`src/drc_regs.svh`:
```
// Purpose: timing figures and derived cycle counts for the memory controller
// Assumes: 40 ns clock; slower speed grade figures used throughout
// Notes: least times round up, longest times round down
`ifndef DRC_REGS_SVH
`define DRC_REGS_SVH
`define DRC_CLK_NS 40
`define DRC_CEIL(ns) (((ns) + `DRC_CLK_NS - 1) / `DRC_CLK_NS)
`define DRC_FLOOR(ns) ((ns) / `DRC_CLK_NS)
// power-up pause and wake-up refresh count
`define DRC_PWR_NS 100000
`define DRC_PWR_CYC `DRC_CEIL(`DRC_PWR_NS)
`define DRC_WAKE_CNT 8
// random cycle, row precharge, row pulse, column pulse
`define DRC_TRC_NS 130
`define DRC_TRC_CYC `DRC_CEIL(`DRC_TRC_NS)
`define DRC_TRP_NS 50
`define DRC_TRP_CYC `DRC_CEIL(`DRC_TRP_NS)
`define DRC_TRAS_NS 70
`define DRC_TRAS_CYC `DRC_CEIL(`DRC_TRAS_NS)
`define DRC_ROW_ACCESS_TIME_NS 70
`define DRC_CAS_CYC `DRC_CEIL(`DRC_ROW_ACCESS_TIME_NS)
`define DRC_TPC_NS 40
`define DRC_TPC_CYC `DRC_CEIL(`DRC_TPC_NS)
// page limit, self refresh entry and exit
`define DRC_PAGE_ROW_WIDTH_MAX_NS 100000
`define DRC_PAGE_ROW_WIDTH_MAX_CYC `DRC_FLOOR(`DRC_PAGE_ROW_WIDTH_MAX_NS)
`define DRC_SELF_REFRESH_ENTRY_WIDTH_NS 100000
`define DRC_SELF_REFRESH_ENTRY_WIDTH_CYC `DRC_CEIL(`DRC_SELF_REFRESH_ENTRY_WIDTH_NS)
`define DRC_SELF_REFRESH_EXIT_PRECHARGE_NS 130
`define DRC_SELF_REFRESH_EXIT_PRECHARGE_CYC `DRC_CEIL(`DRC_SELF_REFRESH_EXIT_PRECHARGE_NS)
// distributed refresh: period over 2048 rows, per-row interval
`define DRC_ROWS 2048
`define DRC_REFRESH_PERIOD_STD_NS 32000000
`define DRC_REFRESH_PERIOD_EXT_NS 128000000
`define DRC_REF_STD_CYC `DRC_FLOOR(`DRC_REFRESH_PERIOD_STD_NS / `DRC_ROWS)
`define DRC_REF_EXT_CYC `DRC_FLOOR(`DRC_REFRESH_PERIOD_EXT_NS / `DRC_ROWS)
// address split
`define DRC_AW 11
`define DRC_DW 4
`define DRC_ROW_LSB 11
`endif

```
`src/drc_pkg.sv`:
```
// Purpose: types shared by the memory controller
// Assumes: nothing
// Notes: state codes written out
package drc_pkg;
	typedef enum logic [3:0] {
		ST_PWR = 4'h0,
		ST_WAKE_RAS = 4'h1,
		ST_WAKE_PRE = 4'h2,
		ST_IDLE = 4'h3,
		ST_ROW = 4'h4,
		ST_COL = 4'h5,
		ST_PAGE = 4'h6,
		ST_PRE = 4'h7,
		ST_CBR_CAS = 4'h8,
		ST_CBR_RAS = 4'h9,
		ST_SELF_CAS = 4'ha,
		ST_SELF = 4'hb,
		ST_SELF_EXIT = 4'hc
	} drc_state_e;
endpackage

```
`src/drc_ctrl.sv`:
```
// Purpose: controller driving an asynchronous 4M x 4 page-mode dynamic memory
// Assumes: 25 MHz clock, synchronous reset, device pins sampled synchronously
// Notes: strobes come straight from flip-flops; one access at a time
// Behaviour
// - after power-up wait the pause, then eight refresh cycles before access
// - after a refresh-period violation repeat the eight wake-up cycles
// - pulse column strobe high before a new cycle to clear outputs
// - self refresh entry: column-first sequence, row low for entry width
// - self refresh exit: row strobe high for exit precharge time
// - standard device: refresh all 2048 rows within 32 ms
// - self-refresh variant: refresh period may stretch to 128 ms
// - on self entry keep column strobe low 15 ns after row falls
// - column-first refresh: column strobe low 5 ns before row falls
// - column-first refresh: write strobe high 10 ns around row fall
// - hidden refresh toggles row strobe with column low; output enable early (not done here: refresh is column-first from idle only)
// - row-only refresh cycles row strobe with column high, data floats
// - in page mode row strobe never stays low past page maximum
// - column accesses within a page spaced by page cycle time
// - new-row cycles start no closer than random cycle time
// - 11 row bits then 11 column bits over shared address pins
// - write strobe high reads, low writes
// - page mode keeps row low and toggles column; row high ends page
`timescale 1ns/1ps
`default_nettype none
`include "drc_regs.svh"
module drc_ctrl
	import drc_pkg::*;
#(
	parameter bit SELF_VARIANT = 1'b0
) (
	input wire logic clk,
	input wire logic reset,
	input wire logic ce,
	input wire logic req_valid,
	output logic req_ready,
	input wire logic req_write,
	input wire logic [21:0] req_addr,
	input wire logic [3:0] req_wdata,
	output logic rsp_valid,
	output logic [3:0] rsp_rdata,
	input wire logic self_enter,
	input wire logic self_leave,
	input wire logic refresh_lost,
	output logic init_done,
	output logic in_self,
	output logic ras_n,
	output logic cas_n,
	output logic we_n,
	output logic oe_n,
	output logic [10:0] mem_addr,
	input wire logic [3:0] shared_data_pins_i,
	output logic [3:0] shared_data_pins_o,
	output logic shared_data_pins_oe
);
	localparam logic [11:0] PWR_C = 12'(`DRC_PWR_CYC);
	localparam logic [11:0] RP_C = 12'(`DRC_TRP_CYC);
	localparam logic [11:0] RAS_C = 12'(`DRC_TRAS_CYC);
	localparam logic [11:0] CAS_C = 12'(`DRC_CAS_CYC); // column held past row access
	localparam logic [11:0] RASS_C = 12'(`DRC_SELF_REFRESH_ENTRY_WIDTH_CYC);
	localparam logic [11:0] RPS_C = 12'(`DRC_SELF_REFRESH_EXIT_PRECHARGE_CYC);
	localparam logic [11:0] RASP_C = 12'(`DRC_PAGE_ROW_WIDTH_MAX_CYC);
	localparam logic [11:0] REF_C = SELF_VARIANT ? 12'(`DRC_REF_EXT_CYC) : 12'(`DRC_REF_STD_CYC);
	localparam logic [3:0] WAKE_C = 4'(`DRC_WAKE_CNT);

	drc_state_e state_ff, nxt_state;
	logic [11:0] cnt_ff, nxt_cnt;
	logic [11:0] ref_cnt_ff;
	logic [11:0] ras_cnt_ff;
	logic [3:0] wake_ff;
	logic ref_pend_ff, wr_ff, nxt_wr, take, same_row, page_ok, self_ok;
	logic [21:0] areg_ff, nxt_areg;
	logic [3:0] wdata_ff;
	logic init_ff, rsp_ff;
	logic [3:0] rdata_ff;

	assign same_row = req_addr[21:11] == areg_ff[21:11];
	assign page_ok = (ras_cnt_ff < RASP_C - 12'h008) && !ref_pend_ff;
	assign self_ok = SELF_VARIANT && self_enter;

	// next state, counter and request take
	always_comb begin
		nxt_state = state_ff;
		nxt_cnt = cnt_ff + 12'h001;
		take = 1'b0;
		unique case (state_ff)
			ST_PWR: if (cnt_ff == PWR_C - 12'h001) begin
				nxt_state = ST_WAKE_RAS;
				nxt_cnt = 12'h000;
			end
			ST_WAKE_RAS: if (cnt_ff == RAS_C - 12'h001) begin
				nxt_state = ST_WAKE_PRE;
				nxt_cnt = 12'h000;
			end
			ST_WAKE_PRE: if (cnt_ff == RP_C - 12'h001) begin
				nxt_state = (wake_ff == WAKE_C - 4'h1) ? ST_IDLE : ST_WAKE_RAS;
				nxt_cnt = 12'h000;
			end
			ST_IDLE: begin
				nxt_cnt = 12'h000;
				if (refresh_lost) begin
					nxt_state = ST_WAKE_RAS;
				end else if (ref_pend_ff) begin
					nxt_state = ST_CBR_CAS;
				end else if (self_ok) begin
					nxt_state = ST_SELF_CAS;
				end else if (req_valid) begin
					take = 1'b1;
					nxt_state = ST_ROW;
				end
			end
			ST_ROW: begin
				nxt_state = ST_COL;
				nxt_cnt = 12'h000;
			end
			ST_COL: if (cnt_ff == CAS_C - 12'h001) begin
				nxt_cnt = 12'h000;
				if (page_ok && req_valid && same_row) begin
					take = 1'b1;
					nxt_state = ST_PAGE;
				end else begin
					nxt_state = ST_PRE;
				end
			end
			ST_PAGE: begin
				nxt_state = ST_COL;
				nxt_cnt = 12'h000;
			end
			ST_PRE: if (cnt_ff == RP_C - 12'h001) begin
				nxt_state = ST_IDLE;
				nxt_cnt = 12'h000;
			end
			ST_CBR_CAS: begin
				nxt_state = ST_CBR_RAS;
				nxt_cnt = 12'h000;
			end
			ST_CBR_RAS: if (cnt_ff == RAS_C - 12'h001) begin
				nxt_state = ST_PRE;
				nxt_cnt = 12'h000;
			end
			ST_SELF_CAS: begin
				nxt_state = ST_SELF;
				nxt_cnt = 12'h000;
			end
			ST_SELF: begin
				if (cnt_ff >= RASS_C - 12'h001) begin
					nxt_cnt = cnt_ff;
					if (self_leave) begin
						nxt_state = ST_SELF_EXIT;
						nxt_cnt = 12'h000;
					end
				end
			end
			ST_SELF_EXIT: if (cnt_ff == RPS_C - 12'h001) begin
				nxt_state = ST_IDLE;
				nxt_cnt = 12'h000;
			end
			default: begin
				nxt_state = ST_PWR;
				nxt_cnt = 12'h000;
			end
		endcase
		nxt_wr = take ? req_write : wr_ff;
		nxt_areg = take ? req_addr : areg_ff;
	end

	assign req_ready = take;

	// state, counter and request registers
	always_ff @(posedge clk) begin
		if (reset) begin
			state_ff <= ST_PWR;
			cnt_ff <= 12'h000;
			wr_ff <= 1'b0;
			areg_ff <= 22'h000000;
			wdata_ff <= 4'h0;
		end else if (ce) begin
			state_ff <= nxt_state;
			cnt_ff <= nxt_cnt;
			wr_ff <= nxt_wr;
			areg_ff <= nxt_areg;
			if (take) begin
				wdata_ff <= req_wdata;
			end
		end
	end

	// wake-up cycle count and init flag
	always_ff @(posedge clk) begin
		if (reset) begin
			wake_ff <= 4'h0;
			init_ff <= 1'b0;
		end else if (ce) begin
			if (state_ff == ST_IDLE && refresh_lost) begin
				wake_ff <= 4'h0;
				init_ff <= 1'b0;
			end else if (state_ff == ST_WAKE_PRE && nxt_state != ST_WAKE_PRE) begin
				wake_ff <= wake_ff + 4'h1;
				init_ff <= nxt_state == ST_IDLE;
			end
		end
	end

	// distributed refresh timer; a new tick wins over the clear
	always_ff @(posedge clk) begin
		if (reset) begin
			ref_cnt_ff <= 12'h000;
			ref_pend_ff <= 1'b0;
		end else if (ce) begin
			if (ref_cnt_ff == REF_C - 12'h001 || state_ff == ST_SELF) begin
				ref_cnt_ff <= 12'h000;
			end else begin
				ref_cnt_ff <= ref_cnt_ff + 12'h001;
			end
			if (ref_cnt_ff == REF_C - 12'h001 && state_ff != ST_SELF) begin
				ref_pend_ff <= 1'b1;
			end else if (state_ff == ST_CBR_CAS) begin
				ref_pend_ff <= 1'b0;
			end
		end
	end

	// time the row strobe has been low, for the page limit; self refresh is no page
	always_ff @(posedge clk) begin
		if (reset) begin
			ras_cnt_ff <= 12'h000;
		end else if (ce) begin
			ras_cnt_ff <= (ras_n || state_ff == ST_SELF) ? 12'h000 : ras_cnt_ff + 12'h001;
		end
	end

	// device pins, registered from the next state
	always_ff @(posedge clk) begin
		if (reset) begin
			ras_n <= 1'b1;
			cas_n <= 1'b1;
			we_n <= 1'b1;
			oe_n <= 1'b1;
			mem_addr <= 11'h000;
			shared_data_pins_o <= 4'h0;
			shared_data_pins_oe <= 1'b0;
		end else if (ce) begin
			ras_n <= !(nxt_state inside {ST_WAKE_RAS, ST_ROW, ST_COL, ST_PAGE,
				ST_CBR_RAS, ST_SELF});
			cas_n <= !(nxt_state inside {ST_COL, ST_CBR_CAS, ST_CBR_RAS,
				ST_SELF_CAS, ST_SELF});
			we_n <= !(nxt_state inside {ST_ROW, ST_COL, ST_PAGE} && nxt_wr);
			oe_n <= !(nxt_state == ST_COL && !nxt_wr);
			if (nxt_state == ST_WAKE_RAS) begin
				mem_addr <= {7'h00, wake_ff};
			end else if (nxt_state == ST_ROW) begin
				mem_addr <= nxt_areg[21:11];
			end else if (nxt_state inside {ST_COL, ST_PAGE}) begin
				mem_addr <= nxt_areg[10:0];
			end
			shared_data_pins_o <= take ? req_wdata : wdata_ff;
			shared_data_pins_oe <= nxt_state == ST_COL && nxt_wr;
		end
	end

	// read data capture at the end of the column pulse
	always_ff @(posedge clk) begin
		if (reset) begin
			rsp_ff <= 1'b0;
			rdata_ff <= 4'h0;
		end else if (ce) begin
			rsp_ff <= state_ff == ST_COL && cnt_ff == CAS_C - 12'h001 && !wr_ff;
			if (state_ff == ST_COL && cnt_ff == CAS_C - 12'h001 && !wr_ff) begin
				rdata_ff <= shared_data_pins_i;
			end
		end
	end

	assign rsp_valid = rsp_ff;
	assign rsp_rdata = rdata_ff;
	assign init_done = init_ff;
	assign in_self = state_ff == ST_SELF;
endmodule // drc_ctrl
`default_nettype wire

```
`config.mk`:
```
export PLATFORM = sky130hd
export DESIGN_NAME = drc_ctrl
export DESIGN_NICKNAME = d
export VERILOG_FILES = /design/src/drc_pkg.sv /design/src/drc_ctrl.sv
export VERILOG_INCLUDE_DIRS = /design/src
export SDC_FILE = /design/constraint.sdc
export NUM_CORES = 1
export LEC_CHECK = 0
export ABC_AREA = 1
export BUFFER_PORTS_ARGS = -buffer_cell sky130_fd_sc_hd__buf_2
export CORE_MARGIN = 2
export CORE_UTILIZATION = 63
export DETAILED_ROUTE_END_ITERATION = 8
export PLACE_DENSITY = 0.86
export SLEW_MARGIN = 10
export SYNTH_ARGS = -nofsm -noshare
export SYNTH_HDL_FRONTEND = slang
export SYNTH_SLANG_ARGS = --single-unit
```
`constraint.sdc`:
```
create_clock -name clk -period 4.8 [get_ports clk]
set_input_delay 0.24 -clock clk [delete_from_list [all_inputs] [get_ports clk]]
set_output_delay 0.24 -clock clk [all_outputs]
set_load 0.01 [all_outputs]
```
==> results.toml <==
[worst_setup_path]
cp.required_ns = 5.05
critical_path.slowest_cell = "nand4_2"
cp_cell_sequence = "inv_2 > nor2_4 > inv_1 > nor2_1 > nand4_2 > nand2_2 > buf_4 > a21oi_1 > o21ai_0 > nor2_1 > a21oi_1 > nor2_1"
endpoint_kind = "register"
critical_path.most_common_cell = "nor2_1"
arrival_ns = 3.17
cp-start-kind = "register"
crit_type = "register to register"
crit_path_max_fanout = 24
cpPeakStageDelay_ns = 0.58

[worst_hold_path]
hold_path_class = "primary input to register"

[drt]
wire_per_inst_um = 13.8
firstDrtPassIters = 5
dr_total_vias = 5438
ant_nets = 0
totalWireLength_mm = 13.4
viasPerCell = 5.61
drt-initial-drc-count = 464
drc = 0

[power_and_ir_drop]
switching_share_pct = 30.3
leakage_nw = 2.51
powerDensity_mw_per_mm2 = 269
combPwrFrac_pct = 16.4
ir_drop_mv = 0.186
clkPwrFrac_pct = 31.1
p_int_mw = 1.09
seq_power_share_pct = 52.5
netSwitchingPower_mw = 0.476

[synthesis]
syn_area_mm2 = 0.00531
syn_avg_cell_area_um2 = 6.56
yosys.cell_types.count = 43
synth_top_area_share_pct = 35.5
yosysWarningCount = 0
synthCells = 809
async_reset_ff_share_pct = 0
ys.flop_type = "dfxtp_1"
yosys_register_bits = 94
synth_most_common_cell = "nand2_1"
ys_top_cells_by_area = "dfxtp_1, nand2_1, nor2_1"
netlist_top_cells_count = "nand2_1, nor2_1, dfxtp_1"
synth_fp_nets = 853
ys_seq_area_share_pct = 35.5
synth-edff-count = 0
yosysTopAreaCell = "dfxtp_1"

[cts]
cts_setup_buffers = 0
path_clk_slew_ns = 0.10
clock_sinks = 94
cts_buffers = 9
clock_latency_ns = 0.37
clockBufferDepth = 2
tritoncts = "yes"
htree_num_levels = 3
cts-root-buf = "clkbuf_8"
hold_buffers = 0
cts_resized = 0

[die]
num_io_pins = 66
dieArea_mm2 = 0.00917
fp.dieH_um = 95.8
std_cell_rows = 33
core_mm2 = 0.00818
die_w_um = 95.8
start_util_pct = 64.9

[run_status]
status = "complete, no violations"

[grt]
overflow = 0
grt_pass1_wl_mm = 21.9
grt_util_all_layers_pct = 30.1
grt_max_degree = 47
antenna_found_initial = 0
grt_pass1_vias = 4897

[placement]
portBuffers = 64
hpwl_mm = 9.68
place_inst = 954
placed_area_mm2 = 0.00566
place_congestion = 0.972

[timing]
clock_skew_ns = 0.0146
relSlewSlack_pct = 55.2
finalHoldViolCount = 0
worstMarginPinSlew_ns = 0.671
finalCritPeriodShare_pct = 61.0
max_freq_mhz = 342
rsz0062_at_grt = "no"
period_minus_slack_ns = 2.93
maxSlewViolCount = 0
setup-tns-final_ns = 0
setup_violations = 0

[job]
max-cap-violations = 0

[cells_and_area]
synthToLayoutAreaGrowth_pct = 9.85
drive_gt1_share_pct = 14.8
design_area_mm2 = 0.00583
layoutNonFillerInstCount = 969
fill_cells = 752
final_core_util_pct = 71.3
nets = 904
n_antenna_cell = 0
==> cells by family after synthesis <==
kind of cell | count (synthesis) | synth area share [%]
and+or+nand+nor | 451 | 39.1
DFF | 94 | 35.5
AOI/OAI and AO/OA | 124 | 12.8
adders and majority gates | 6 | 1.41
buffers and inverters | 121 | 9.08
xor gates and xnor gates | 13 | 2.15
==> power groups by stage <==
stage | Clock [mW] | Combinational, mW | Sequential [mW]
2_1_floorplan | 0 | 0.179 | 0.846
3_3_place_gp | 0 | 0.248 | 0.839
3_5_place_dp | 0 | 0.254 | 0.841
4_1_cts | 0.493 | 0.255 | 0.823
5_1_grt | 0.525 | 0.293 | 0.827
6_report | 0.488 | 0.258 | 0.824
==> cell usage in the layout, fill, tap and decap left out, types with 8 or more instances in the layout <==
master	n
nand2_2	8
nand2_1	152
a21oi_1	53
dfxtp_1	94
a211oi_1	8
inv_1	79
buf_2	64
nor2_2	8
nand3_1	82
nand4_1	11
clkbuf_8	10
nor2_1	133
inv_2	12
o21ai_0	45
nor3_1	23
xor2_1	8
==> path summary, 6_finish.rpt <==
path | end | depth (start not counted) | startpoint | slack, ns
setup / recovery | shared_data_pins_oe | 12 | state_ff[0] | 1.87
hold / removal | areg_ff[3] | 3 | req_addr[3] | 0.1
setup reg to reg | shared_data_pins_oe | 12 | state_ff[0] | 1.87
hold reg to reg | rsp_rdata[2] | 2 | rsp_rdata[2] | 0.47
==> final cells by class <==
class,count,area [um^2],share of cell area (%)
repair buffers,68,350,6.01
multi-input cells,594,2940,50.5
inverters,93,349,5.99
clock buffers,11,141,2.42
well taps,105,131,2.25
clock inverters,4,32.5,0.558
flip-flops and latches,94,1880,32.3
==> per-layer routing <==
layer | share of wire, % | global-route usage (%) | routed length, um | vias to the layer above
met5 | 0 | 0 | 0 | -
li1 | - | - | - | 2734
met4 | 1.4 | 8.69 | 182 | 0
met3 | 6.4 | 5.79 | 861 | 21
met1 | 44 | 38.3 | 5830 | 2481
met2 | 49 | 51.9 | 6490 | 202
==> stage by stage <==
stage          power, mW  hold WS (ns)  worst slack [ns]
2_1_floorplan       1.02         0.375              2.85
3_3_place_gp        1.09         0.440              2.00
3_5_place_dp        1.10         0.451              1.96
4_1_cts             1.57         0.101              1.92
5_1_grt             1.65         0.104              1.56
6_report            1.57        0.0999              1.87
==> registers in the layout, summed over array words and instances (netlist names) <==
register,flops
areg_ff,22
cnt_ff,12
ras_cnt_ff,12
ref_cnt_ff,12
mem_addr,11
rsp_rdata,4
shared_data_pins_o,4
state_ff,4
wake_ff,4
cas_n,1
init_done,1
oe_n,1
ras_n,1
ref_pend_ff,1
rsp_valid,1
shared_data_pins_oe,1
we_n,1
wr_ff,1
==> worst max-delay path: cells and delay by family (launching register included) <==
kind            cells  cell delay, ns
simple gates        6            1.35
buf+inv             3            0.55
compound gates      3            0.46
flops               1            0.44
(Power assumes the default switching activity.)
